$ cat config.mk
export PLATFORM = sky130hd
export DESIGN_NAME = isr_core
export DESIGN_NICKNAME = d
export VERILOG_FILES = /design/src/isr_pkg.sv /design/src/isr_core.sv /design/src/isr_sum.sv
export SDC_FILE = /design/constraint.sdc
export NUM_CORES = 1
export LEC_CHECK = 0
export BUFFER_PORTS_ARGS = -buffer_cell sky130_fd_sc_hd__buf_4
export CORE_MARGIN = 2
export CORE_UTILIZATION = 40
export DETAILED_ROUTE_END_ITERATION = 6
export PLACE_DENSITY_LB_ADDON = 0.1
export SYNTH_ARGS = -nofsm -noshare
export SYNTH_HDL_FRONTEND = slang
export SYNTH_SLANG_ARGS = --single-unit
export TNS_END_PERCENT = 10
$ cat constraint.sdc
create_clock -name core_clk -period 2.8 [get_ports core_clk]
set_clock_uncertainty 0.05 [all_clocks]
set_input_delay 0.56 -clock core_clk [delete_from_list [all_inputs] [get_ports core_clk]]
set_output_delay 0.56 -clock core_clk [all_outputs]
set_load 0.02 [all_outputs]
$ cat src/isr_pkg.sv
/*
 Shared constants for the status reporting core: bit positions of the
 summary status byte and the latched event status register, reset values,
 command codes of the command port and error code layout.
 Assumes a single core clock domain; no timing counts are needed.
*/
package isr_pkg;
    // ==========================================================
    // Widths
    localparam int STAT_W = 8;
    localparam int ERR_W  = 16;
    localparam int CMD_W  = 3;

    // ==========================================================
    // Summary status byte bit positions
    localparam int SB_ERRQ = 2;
    localparam int SB_QUES = 3;
    localparam int SB_MAV  = 4;
    localparam int SB_ESB  = 5;
    localparam int SB_MSS  = 6;
    localparam int SB_OPER = 7;

    // ==========================================================
    // Latched event status bit positions
    localparam int EV_OPC  = 0;
    localparam int EV_QYE  = 2;
    localparam int EV_DDE  = 3;
    localparam int EV_EXE  = 4;
    localparam int EV_CME  = 5;
    localparam int EV_PON  = 7;

    // Bits that may ever read as one
    localparam logic [STAT_W-1:0] EV_USED_MASK = 8'hBD;
    localparam logic [STAT_W-1:0] SB_USED_MASK = 8'hFC;
    localparam logic [STAT_W-1:0] SRE_USE_MASK = 8'hBF;

    // ==========================================================
    // Reset values
    localparam logic [STAT_W-1:0] EV_RST  = 8'h80;
    localparam logic [STAT_W-1:0] ENA_RST = 8'h00;
    localparam logic [STAT_W-1:0] SRE_RST = 8'h00;

    // ==========================================================
    // Commands on the command port
    typedef enum logic [CMD_W-1:0] {
        ISR_CMD_NOP      = 3'h0,
        ISR_CMD_READ_EV  = 3'h1,
        ISR_CMD_WR_ENA   = 3'h2,
        ISR_CMD_RD_ENA   = 3'h3,
        ISR_CMD_WR_SRE   = 3'h4,
        ISR_CMD_RD_SRE   = 3'h5,
        ISR_CMD_RD_STAT  = 3'h6,
        ISR_CMD_OPC      = 3'h7
    } isr_cmd_type;

    // Error code origins
    typedef enum logic [1:0] {
        ISR_SRC_DEV  = 2'h0,
        ISR_SRC_EXEC = 2'h1,
        ISR_SRC_CMD  = 2'h2,
        ISR_SRC_QRY  = 2'h3
    } isr_src_type;
endpackage

$ cat src/isr_core.sv
/*
 Status reporting core: summary status byte, latched event status
 register with its enable mask, service request enable, service request.
 Assumes the command parser on the same clock drives one-cycle strobes,
 and the lower operation/questionable registers supply event and enable
 vectors on the same clock.
*/
// How it works
// Status bit 4 follows the message available input.
// Status bit 5 is the OR of event bits ANDed with their enables.
// Status bit 6 is set when any other enabled status bit is set.
// Status bit 7 is the enabled summary of the operation events.
// Event register is a latch read by command; its mask is rw.
// Operation complete sets event bit 0 once all work is idle.
// Query errors set event bit 2.
// Device errors set event bit 3 and queue their error code.
// Execution errors set event bit 4 and queue their error code.
// Command errors set event bit 5 and queue their error code.
// Event bit 7 is set at power on.
// Status bit 2 shows a non-empty error queue.
// Status bit 3 is the enabled summary of questionable events.
// A rising enabled status bit raises service request; enable 6 ignored.
// Reading the event register clears it.
// Unused event bits 1, 6 and status bits 0, 1 read as zero.
// Event bits stay latched until the register is read.
`timescale 1ns/1ps
`default_nettype none
module isr_core
    import isr_pkg::*;
(
    // Clock and reset
    input  wire logic                       core_clk,
    input  wire logic                       srst,
    // Command port
    input  wire logic                       cmd_valid,
    input  wire isr_pkg::isr_cmd_type       cmd_code,
    input  wire logic [isr_pkg::STAT_W-1:0] cmd_wdata,
    output logic                            rsp_valid,
    output logic [isr_pkg::STAT_W-1:0]      rsp_data,
    // Execution state
    input  wire logic                       exec_busy,
    input  wire logic                       msg_avail,
    // Error reports
    input  wire logic                       qry_err,
    input  wire logic                       dev_err,
    input  wire logic                       exe_err,
    input  wire logic                       cmd_err,
    input  wire logic [isr_pkg::ERR_W-1:0]  err_code,
    input  wire logic                       errq_empty,
    output logic                            errq_push,
    output logic [isr_pkg::ERR_W-1:0]       errq_code,
    // Lower register summaries
    input  wire logic [15:0]                oper_event,
    input  wire logic [15:0]                oper_enable,
    input  wire logic [15:0]                ques_event,
    input  wire logic [15:0]                ques_enable,
    // Outputs
    output logic [isr_pkg::STAT_W-1:0]      status_byte,
    output logic                            srq
);
    import isr_pkg::*;

    // ==========================================================
    // Storage
    logic [STAT_W-1:0] ev_r;
    logic [STAT_W-1:0] ena_r;
    logic [STAT_W-1:0] sre_r;
    logic [STAT_W-1:0] sb_prev_r;
    logic              opc_pend_r;
    logic              srq_r;
    logic [STAT_W-1:0] ev_set;
    logic [STAT_W-1:0] sb_raw;
    logic [STAT_W-1:0] sb_low;
    logic              esb_sum;
    logic              oper_sum;
    logic              ques_sum;
    logic              mss;
    logic              opc_done;
    logic              rd_ev;

    assign rd_ev = cmd_valid && (cmd_code == ISR_CMD_READ_EV);
    assign opc_done = opc_pend_r && !exec_busy;

    // ==========================================================
    // Enabled summaries
    isr_sum #(.W(STAT_W)) u_esb (
        .event_bits  (ev_r),
        .enable_bits (ena_r),
        .sum_bit     (esb_sum)
    );
    isr_sum #(.W(16)) u_oper (
        .event_bits  (oper_event),
        .enable_bits (oper_enable),
        .sum_bit     (oper_sum)
    );
    isr_sum #(.W(16)) u_ques (
        .event_bits  (ques_event),
        .enable_bits (ques_enable),
        .sum_bit     (ques_sum)
    );

    // ==========================================================
    // Summary status byte
    always_comb begin
        sb_low          = '0;
        sb_low[SB_ERRQ] = !errq_empty;
        sb_low[SB_QUES] = ques_sum;
        sb_low[SB_MAV]  = msg_avail;
        sb_low[SB_ESB]  = esb_sum;
        sb_low[SB_OPER] = oper_sum;
        sb_low          = sb_low & SB_USED_MASK;
    end

    isr_sum #(.W(STAT_W)) u_mss (
        .event_bits  (sb_low),
        .enable_bits (sre_r & SRE_USE_MASK),
        .sum_bit     (mss)
    );

    always_comb begin
        sb_raw         = sb_low;
        sb_raw[SB_MSS] = mss;
    end

    assign status_byte = sb_raw;

    // ==========================================================
    // Event set sources
    always_comb begin
        ev_set          = '0;
        ev_set[EV_OPC]  = opc_done;
        ev_set[EV_QYE]  = qry_err;
        ev_set[EV_DDE]  = dev_err;
        ev_set[EV_EXE]  = exe_err;
        ev_set[EV_CME]  = cmd_err;
        ev_set          = ev_set & EV_USED_MASK;
    end

    // ==========================================================
    // Latched event register, cleared by read, set wins
    always_ff @(posedge core_clk) begin
        if (srst) begin
            ev_r <= EV_RST;
        end else if (rd_ev) begin
            ev_r <= ev_set;
        end else begin
            ev_r <= ev_r | ev_set;
        end
    end

    // ==========================================================
    // Operation complete tracking
    always_ff @(posedge core_clk) begin
        if (srst) begin
            opc_pend_r <= 1'b0;
        end else if (cmd_valid && cmd_code == ISR_CMD_OPC) begin
            opc_pend_r <= 1'b1;
        end else if (opc_done) begin
            opc_pend_r <= 1'b0;
        end
    end

    // ==========================================================
    // Enable masks
    always_ff @(posedge core_clk) begin
        if (srst) begin
            ena_r <= ENA_RST;
        end else if (cmd_valid && cmd_code == ISR_CMD_WR_ENA) begin
            ena_r <= cmd_wdata;
        end
    end

    always_ff @(posedge core_clk) begin
        if (srst) begin
            sre_r <= SRE_RST;
        end else if (cmd_valid && cmd_code == ISR_CMD_WR_SRE) begin
            sre_r <= cmd_wdata & SRE_USE_MASK;
        end
    end

    // ==========================================================
    // Read responses
    always_ff @(posedge core_clk) begin
        if (srst) begin
            rsp_valid <= 1'b0;
            rsp_data  <= '0;
        end else begin
            rsp_valid <= 1'b0;
            if (cmd_valid) begin
                case (cmd_code)
                    ISR_CMD_READ_EV: begin
                        rsp_valid <= 1'b1;
                        rsp_data  <= ev_r & EV_USED_MASK;
                    end
                    ISR_CMD_RD_ENA: begin
                        rsp_valid <= 1'b1;
                        rsp_data  <= ena_r;
                    end
                    ISR_CMD_RD_SRE: begin
                        rsp_valid <= 1'b1;
                        rsp_data  <= sre_r;
                    end
                    ISR_CMD_RD_STAT: begin
                        rsp_valid <= 1'b1;
                        rsp_data  <= sb_raw;
                    end
                    default: begin
                        rsp_valid <= 1'b0;
                    end
                endcase
            end
        end
    end

    // ==========================================================
    // Error queue push
    always_ff @(posedge core_clk) begin
        if (srst) begin
            errq_push <= 1'b0;
            errq_code <= '0;
        end else begin
            errq_push <= dev_err || exe_err || cmd_err;
            errq_code <= err_code;
        end
    end

    // ==========================================================
    // Service request on rising enabled status bit
    always_ff @(posedge core_clk) begin
        if (srst) begin
            sb_prev_r <= '0;
            srq_r     <= 1'b0;
        end else begin
            sb_prev_r <= sb_low;
            if (|(sb_low & ~sb_prev_r & sre_r & SRE_USE_MASK)) begin
                srq_r <= 1'b1;
            end else if (!mss) begin
                srq_r <= 1'b0;
            end
        end
    end

    assign srq = srq_r;
endmodule
`default_nettype wire

$ cat src/isr_sum.sv
/*
 Enabled summary: OR over event bits each ANDed with an enable bit.
 Assumes purely combinational use inside the status core.
*/
`timescale 1ns/1ps
`default_nettype none
module isr_sum #(
    parameter int W = 8
) (
    // Operands
    input  wire logic [W-1:0] event_bits,
    input  wire logic [W-1:0] enable_bits,
    // Result
    output logic              sum_bit
);
    assign sum_bit = |(event_bits & enable_bits);
endmodule
`default_nettype wire

Word-level counts from Yosys, hierarchy flattened --
Cells that the tools add are included.
Storage, ports and cells: RAM bits 0, logic and storage cells 56, output and inout port bits 35, bits in latches 0, ROM bits 0, bits in registers 59, memories 0
Cells by class: $add $sub $neg 0, magnitude comparators 0, bitwise logic cells 9, equality and inequality tests 8, mux-type cells 7, reduce and logical (&&, ||, !) cells 20, div/mod/pow operators 0, multipliers 0, shift operators 0
Operator list (count):
- $and A16 B16 Y16 | 2
- $and A8 B8 Y8 | 4
- $pmux W8 S4 | 1
- $reduce_or A16 Y1 | 2
- $reduce_or A8 Y1 | 2
- $eq A3 B3 Y1 const B | 4
- $mux W8 | 1
- $not A8 Y8 | 1
- $or A8 B6 Y8 | 1
- $reduce_or A7 Y1 | 1
- $eq A3 B2 Y1 const B | 2
- $logic_and A1 B1 Y1 | 5
- $mux W1 | 5
- $reduce_bool A4 Y1 | 1
- $reduce_or A2 Y1 | 2
- $reduce_or A4 Y1 | 1
- $eq A3 B1 Y1 const B | 1
- $logic_not A1 Y1 | 2
- $logic_or A1 B1 Y1 | 2
- $ne A2 B1 Y1 const B | 1
- $reduce_and A2 Y1 | 1
- $reduce_bool A2 Y1 | 1
- $not A1 Y1 | 1

Logic depth before layout (Yosys ltp) --
Gate-level depths: netlist of run 1.
depth after elaboration 6, depth in mapped cells 8

By module --
Synthesis of run 1 repeated with hierarchy kept, for this count alone.
Second synthesis, totals: cell total of the unflattened synthesis 250, area total of the unflattened synthesis 2386.0 um^2
By module, submodules not included:
- isr_core | times used 1, cells each 222, area an instance 2110.8 um^2
- isr_sum at u_oper ... | times used 2, cells each 9, area an instance 101.3 um^2
- isr_sum at u_esb ... | times used 2, cells each 5, area an instance 36.3 um^2

Worst setup path before layout of run 1 --
OpenSTA, ideal clock, no wires.
kind input to output, start input port ques_event[5], end output port status_byte[6] (netlist name), path buffers 1, arrival time 1.472 ns, cell stages on the path 5, setup slack 0.718 ns, cell sequence a22o_1 > a221oi_2 > and4_4 > o221ai_2 > buf_4
On the way: word-level cells in the longest chain between the ends 4
RTL lines:
- start: declaration | line isr_core.sv:55 | input wire logic [15:0] ques_event,
- $and A16 B16 Y16 | line isr_sum.sv:16 | assign sum_bit = |(event_bits & enable_bits);
- $reduce_or A16 Y1 | line isr_sum.sv:16
- $and A8 B8 Y8 | line isr_sum.sv:16
- $reduce_or A8 Y1 | line isr_sum.sv:16
- end: declaration | line isr_core.sv:58 | output logic [isr_pkg::STAT_W-1:0] status_byte,
Every way passes these cells.

Worst setup path after layout of run 1 --
start register ev_r[0], end output port status_byte[6] (netlist name)
On the way: word-level cells in the longest chain between the ends 4
RTL lines:
- start: declaration | line isr_core.sv:65 | logic [STAT_W-1:0] ev_r;
- start signal: assignment | line isr_core.sv:145 | ev_r <= ev_set;
- start signal: assignment | line isr_core.sv:147 | ev_r <= ev_r | ev_set;
- $and A8 B8 Y8 | line isr_sum.sv:16
- $reduce_or A8 Y1 | line isr_sum.sv:16
- $and A8 B8 Y8 | line isr_sum.sv:16
- $reduce_or A8 Y1 | line isr_sum.sv:16
Every way passes these cells.

==> flow_metrics.tcl, run 1 <==
set metrics [dict create \
    outcome "finished, final reports clean" \
    whs_ns 0.399 \
    period_share 0.808 \
    avgSynthCellArea_um2 9.68 \
    num_rows 28 \
    r2r_cells 6 \
    crit_path_start "ev_r[0]" \
    hold_viol 0 \
    min_from "err_code[6]" \
    drv_cap 0 \
    ys_seq_elements 54 \
    grt_max_degree 55 \
    r2r_end "rsp_data[6]" \
    post-cts-setup-buffers 0 \
    r2r_start "ev_r[0]" \
    utilization 0.589 \
    r2r_slack_ns 1.15 \
    die_y_um 81.9 \
    yosys.area.top_type "dfxtp_1" \
    synth_cell_types 46 \
    drt_pass1_iterations 4 \
    p_leak_nw 1.52 \
    root_buffer "clkbuf_8" \
    final-setup-viol-count 0 \
    irDropWorstVdd_mv 0.288 \
    synth_common_cells "dfxtp_1, nor2_1, nor2b_1" \
    grt_pass1_wl_um 9760 \
    worstPathRequired_ns 2.19 \
    die_area_um2 6710 \
    cts.clk_slew.worst_paths_ns 0.10 \
    gr-total-overflow 0 \
    io_buffers 133 \
    synth_ff_type "dfxtp_1" \
    grt_antenna_before_repair 0 \
    synth_enable_flop_cells 0 \
    finalSetupTns_ns 0 \
    worstMarginPinSlew_ns 0.561 \
    cts_buffers 5 \
    place_area_um2 3380 \
    synthArstFlopShare 0 \
    cts_buffer_depth 2 \
    fmax_ghz 0.442 \
    die_w_um 81.9 \
    powerDensity_nw_per_um2 452 \
    synth_area_um2 2430 \
    drtIter0Drc 149 \
    whs_endpoint "errq_code[6]" \
    vias 2277 \
    crit_arrival_ns 1.65 \
    layout-drive-gt1-share 0.429 \
    hold_buffers 0 \
    yosys.area.top_type_share 0.445 \
    netlist_top_cells_area "dfxtp_1, mux2i_1, nor2b_1" \
    pre_cts_ws_ns 0.518 \
    htree_levels 2 \
    clock_sinks 54 \
    ant_nets 0 \
    wl_um 6300 \
    yosysMostFrequentCell "dfxtp_1" \
    drc 0 \
    crit_fanout 4 \
    setup_slack_ns 0.537 \
    areaGrowthSynthToFinish_pct 42.7 \
    path_class "flip-flop to output pin" \
    cts_tree "yes" \
    dp_hpwl_um 4890 \
    place_congestion 0.742 \
    diodes 0 \
    grt_pass1_vias 2193 \
    netlist_instances 251 \
    top_level_ports 136 \
    nNetsFinal 474 \
    grt_usage 0.190 \
    wire_per_inst_um 14.1 \
    fin_area_um2 3470 \
    end_kind "output pin" \
    ys_warn_count 0 \
    rsz0062_at_grt "no" \
    slew_violations 0 \
    finalCriticalPeriod_ns 2.26 \
    clk_latency_ns 0.31 \
    cp-start-kind "flip-flop" \
    ys_seq_area_frac 0.445 \
    worstHoldPathCells 2 \
    start_util 0.413 \
    cts-resized-gates 0 \
    core_um2 5890 \
    hp-class "primary input to flip-flop" \
    slew_headroom 0.626 \
    vias_per_cell 5.08 \
]
-- state kept, by name (all words and copies together), names as in the netlist --
name        flops
rsp_data        8
ena_r           8
sre_r           7
errq_code      16
opc_pend_r      1
errq_push       1
sb_prev_r       5
rsp_valid       1
srq             1
ev_r            6
-- through the flow --
stage                     std cells  total power, W
after floorplan                 252        0.000994
after global placement          441         0.00115
after detailed placement        441         0.00116
after CTS                       448         0.00158
after global routing            448         0.00165
final                           448         0.00157
-- worst max-delay path by stage --
stage | end | cells after the start | slack (ns)
floorplan | status_byte[6] | 5 | 0.72
global placement | status_byte[6] | 6 | 0.53
detailed placement | status_byte[6] | 6 | 0.52
CTS | status_byte[6] | 6 | 0.52
global route | status_byte[6] | 6 | 0.46
finish | status_byte[6] | 5 | 0.54
-- cell type report --
cell class	count	area, um^2
clock inverters	2	13.8
well taps	75	93.8
fillers	556	2420
repair buffers	134	1010
clock buffers	5	68.8
inverters	9	33.8
multi-input cells	169	1170
flip-flops and latches	54	1080
-- cell usage in the layout, fill, tap and decap left out, types with 2 or more instances in the layout --
master    instances
nand2_1           8
a22oi_1           4
clkbuf_8          5
dfxtp_1          54
o21ai_0          11
buf_4           134
a21oi_1          12
nor2b_1          20
o211ai_1          2
nand3_1           3
a222oi_1          3
a221oi_2          8
nor3_1            4
nor2_1           33
o22ai_1           2
a211oi_1          2
a22o_1            9
inv_1             9
and4_4            2
mux2i_1          19
nand2b_1          3
nand2_2           2
conb_1            2
-- critical path: stages (launching register included) --
cell and delay (ns):
dfxtp_1 0.35, a22oi_1 0.29, nand3_2 0.21, a21oi_4 0.20, o221ai_2 0.11, buf_4 0.17
-- metal layers --
layer	wire, um	part of all wire	up-vias	GRT usage
met3	470	0.075	9	0.0571
met5	0	0	-	0
li1	-	-	1126	-
met4	89	0.014	0	0.0617
met2	3210	0.51	91	0.328
met1	2520	0.40	1051	0.224
-- report_power, final --
part           internal, W  switching [W]  leakage, nW
combinational     0.000175       0.000144         1.03
clock             0.000173       0.000255       0.0444
sequential        0.000802      0.0000180        0.444
total              0.00115       0.000417         1.52
-- cells by family after synthesis --
family	after synthesis	synth area share
and+or+nand+nor	85	0.185
DFF	54	0.445
buffers and inverters	29	0.0752
xor gates and xnor gates	1	0.00361
muxes	19	0.0783
other	1	0.00154
AOI/OAI and AO/OA	62	0.211
Note: power is estimated with default switching activity, not from simulation.
==> run 2: changes to the inputs <==
Clock period 2.8 ns to 1.87 ns, I/O delays scaled along.
==> flow_metrics.tcl, run 2 (synthesis gave the netlist of run 1 again) <==
set metrics [dict create \
    outcome "finished, violations left" \
    violations "setup timing" \
    ant_nets 0 \
    vias 2316 \
    power_frac_comb 0.210 \
    grt_pass1_vias 2197 \
    cts.clk_slew.worst_paths_ns 0.10 \
    worstPathRequired_ns 1.45 \
    swShare 0.267 \
    fmax_ghz 0.532 \
    num_rows 28 \
    r2r_start "ena_r[0]" \
    p_seq_frac 0.517 \
    top_register "errq_code" \
    period_share 1.01 \
    crit_family "compound AO/OA/AOI/OAI gates" \
    die_y_um 81.9 \
    r2r_cells 7 \
    drtIter0Drc 126 \
    hp-class "primary input to flip-flop" \
    grt_antenna_before_repair 0 \
    crit_path_max_incr_delay_ns 0.34 \
    hold_buffers 0 \
    layout_commonest_cell "buf_4" \
    cp.depth 5 \
    slew_headroom 0.639 \
    switchingPower_w 0.000635 \
    crit_path_cell_trace "a22oi_2 > nand3_2 > a21oi_4 > o221ai_4 > buf_6" \
    die_area_um2 6710 \
    largest_reg_flops 16 \
    hold_viol 0 \
    crit_arrival_ns 1.46 \
    worstMarginPinSlew_ns 0.542 \
    top_level_ports 136 \
    grt_usage 0.191 \
    irDropWorstVdd_mv 0.465 \
    setup_slack_ns -0.0111 \
    internal-power_w 0.00174 \
    wire_per_inst_um 13.8 \
    grt_max_degree 55 \
    root_buffer "clkbuf_8" \
    gr-total-overflow 0 \
    diodes 0 \
    drc 0 \
    grt_pass1_wl_um 9910 \
    whs_endpoint "errq_code[9]" \
    min_from "err_code[9]" \
    htree_levels 2 \
    cts_tree "yes" \
    finalCriticalPeriod_ns 1.88 \
    nNetsFinal 487 \
    cts_buffers 5 \
    slew_violations 0 \
    p_leak_nw 1.59 \
    path_class "flip-flop to output pin" \
    dp_hpwl_um 4970 \
    wl_um 6360 \
    place_congestion 0.751 \
    cts_buffer_depth 2 \
    io_buffers 133 \
    critPathBufInv 1 \
    core_um2 5890 \
    rsz0062_at_grt "yes" \
    worstHoldPathCells 2 \
    powerDensity_nw_per_um2 659 \
    final-setup-viol-count 1 \
    layout-drive-gt1-share 0.464 \
    whs_ns 0.217 \
    final_cell_mix "buf_4, dfxtp_1, nor2_1" \
    crit_slowest_cell "dfxtp_2" \
    pre_cts_ws_ns -0.0347 \
    power_frac_clock 0.272 \
    r2r_end "rsp_data[6]" \
    reg.largest.list "errq_code (16), ena_r (8), rsp_data (8)" \
    die_w_um 81.9 \
    cp-start-kind "flip-flop" \
    crit_fanout 2 \
    end_kind "output pin" \
    drt_pass1_iterations 4 \
    areaGrowthSynthToFinish_pct 48.4 \
    drv_cap 0 \
    clock_sinks 54 \
    vias_per_cell 5.02 \
    start_util 0.413 \
    r2r_slack_ns 0.24 \
    clk_latency_ns 0.31 \
]
[run 2: what timing repair did]
item,4_1_cts,5_1_grt
pin swaps,8,0
setup buffers,3,0
setup endpoints to repair,2,1
gates resized for setup,9,1
[run 2: worst max-delay path by stage]
stage	startpoint	endpoint	slack [ns]
2_1_floorplan	ques_event[5]	status_byte[6]	0.16
3_3_place_gp	ques_event[0]	status_byte[6]	-0.02
3_5_place_dp	oper_event[4]	status_byte[6]	-0.03
4_1_cts	ena_r[0]	status_byte[6]	-0.009
5_1_grt	ena_r[0]	status_byte[6]	-0.08
6_report	ena_r[0]	status_byte[6]	-0.01
[run 2: through the flow]
stage	utilization	std cells	instance area, um^2	total power, W	TNS, ns
6_report	0.612	461	3600	0.00238	-0.0111
5_1_grt	0.612	461	3600	0.00248	-0.0784
4_1_cts	0.612	461	3600	0.00239	-0.00876
3_5_place_dp	0.588	451	3460	0.00175	-0.0347
3_3_place_gp	0.588	451	3460	0.00174	-0.0164
2_1_floorplan	-	252	2430	0.00149	0
[run 2: worst register-to-register path: cells and delay by family, from the launching register on]
kind / cells / cell delay [ns]
AOI/OAI and AO/OA: 4 / 0.74
buffers and inverters: 1 / 0.15
DFF: 1 / 0.34
and+or+nand+nor: 2 / 0.22
[run 2: routing by layer]
metal,vias up,track usage,wire [um]
met4,0,0.0467,49
met5,-,0,0
met3,7,0.0516,462
met1,1063,0.236,2570
met2,88,0.329,3280
li1,1158,-,-
[run 2: cell type report]
cell class	count	area [um^2]
fillers	545	2280
multi-input cells	169	1190
repair buffers	147	1110
flip-flops and latches	54	1080
well taps	75	93.8
clock buffers	5	68.8
inverters	9	33.8
clock inverters	2	13.8
[run 2: power by group through the flow]
stage | Sequential, W | Combinational (W) | Clock [W]
floorplan | 0.00129 | 0.000201 | 0
global placement | 0.00125 | 0.000488 | 0
detailed placement | 0.00125 | 0.000495 | 0
CTS | 0.00123 | 0.000503 | 0.000660
global route | 0.00123 | 0.000544 | 0.000701
finish | 0.00123 | 0.000500 | 0.000647
==> run 3: changes to the inputs <==
Settings changed: BUFFER_PORTS_ARGS -buffer_cell sky130_fd_sc_hd__buf_4 to unset, DONT_BUFFER_PORTS set to 1.
==> flow_metrics.tcl, run 3 (synthesis gave the netlist of run 1 again) <==
set metrics [dict create \
    outcome "finished, final reports clean" \
    crit_arrival_ns 1.38 \
    gr-usage-met1 0.213 \
    rsz0062_at_grt "yes" \
    root_buffer "clkbuf_8" \
    start_util 0.413 \
    cts.clk_slew.worst_paths_ns 0.11 \
    place_congestion 0.773 \
    seq_area_um2 1080 \
    irDropWorstVdd_mv 0.411 \
    io_buffers 0 \
    grt_antenna_before_repair 0 \
    wl_um 5740 \
    clock_sinks 54 \
    top_level_ports 136 \
    place_area_um2 2420 \
    utilization 0.434 \
    cts_tree "yes" \
    powerDensity_nw_per_um2 846 \
    final-setup-viol-count 0 \
    path_class "flip-flop to output pin" \
    top_register "errq_code" \
    end_kind "output pin" \
    period_share 0.962 \
    vias_per_cell 5.48 \
    worstPathRequired_ns 1.45 \
    grt_max_degree 55 \
    hp-class "primary input to flip-flop" \
    fmax_ghz 0.556 \
    layout_commonest_cell "dfxtp_1" \
    drc 0 \
    grt_usage 0.171 \
    clk_latency_ns 0.32 \
    r2r_slack_ns 0.34 \
    reg.largest.list "errq_code (16), ena_r (8), rsp_data (8)" \
    setup_slack_ns 0.0708 \
    slew_violations 0 \
    drtIter0Drc 130 \
    hold_viol 0 \
    grt_pass1_wl_um 8580 \
    cp-start-kind "flip-flop" \
    drv_cap 0 \
    crit_fanout 3 \
    dp_hpwl_um 4310 \
    r2r_start "ena_r[0]" \
    vias 1765 \
    busiest_layer "met2" \
    multi_input_area_um2 1190 \
    nFillCells 604 \
    crit_path_start "ena_r[0]" \
    ant_nets 0 \
    pre_cts_ws_ns 0.0831 \
    wire_per_inst_um 17.8 \
    die_w_um 81.9 \
    die_area_um2 6710 \
    die_y_um 81.9 \
    grt_pass1_vias 1736 \
    htree_levels 2 \
    finalCriticalPeriod_ns 1.80 \
    grt_use_met2 0.286 \
    areaGrowthSynthToFinish_pct 5.20 \
    largest_reg_flops 16 \
    gr-total-overflow 0 \
    grtUsageMet3 0.0462 \
    core_um2 5890 \
    num_rows 28 \
    nNetsFinal 347 \
    p_leak_nw 0.909 \
    layout-drive-gt1-share 0.154 \
    cts_buffers 5 \
    final_cell_mix "dfxtp_1, nor2_1, nor2b_1" \
    drt_pass1_iterations 4 \
    min_from "errq_empty" \
    fin_area_um2 2550 \
    diodes 0 \
    cts_buffer_depth 2 \
]
-- run 3: timing repair --
action | CTS | global route
setup buffers | 0 | 1
pin swaps | 0 | 3
setup endpoints to repair | 1 | 1
gates resized for setup | 3 | 2
hold buffers | 0 | 0
-- run 3: final cells by class --
class | count | area share
flip-flops and latches | 54 | 0.424
repair buffers | 7 | 0.0206
multi-input cells | 169 | 0.468
clock buffers | 5 | 0.0269
well taps | 75 | 0.0367
clock inverters | 3 | 0.0113
inverters | 9 | 0.0132
-- run 3: critical path, stage by stage (launching register included) --
cell	delay, ns
dfxtp_2	0.36
a22oi_2	0.23
nand3_2	0.13
a21oi_4	0.17
o221ai_4	0.17
-- run 3: power breakdown --
| part | leakage (nW) | internal [W] | switching, W |
|---|---|---|---|
| combinational | 0.414 | 0.0000977 | 0.0000933 |
| clock | 0.0502 | 0.000278 | 0.000421 |
| sequential | 0.445 | 0.00120 | 0.0000701 |
-- run 3: path summary, 6_finish.rpt --
path / to / cells after the start
setup reg to reg: rsp_data[6] / 6
hold reg to reg: opc_pend_r / 2
setup / recovery: status_byte[6] / 4
hold / removal: sb_prev_r[2] / 1
-- run 3: per-layer routing --
| metal | vias up | part of all wire |
|---|---|---|
| li1 | 876 | - |
| met5 | - | 0 |
| met4 | 0 | 0.013 |
| met1 | 790 | 0.42 |
| met3 | 6 | 0.087 |
| met2 | 93 | 0.48 |
-- run 3: stage by stage --
stage	std cells	power (W)	hold WS, ns	setup TNS, ns
2_1_floorplan	252	0.00149	0.377	0
3_3_place_gp	313	0.00149	0.381	0
3_5_place_dp	313	0.00149	0.386	0
4_1_cts	321	0.00219	0.0435	0
5_1_grt	322	0.00225	0.0410	-0.00203
6_report	322	0.00216	0.0538	0
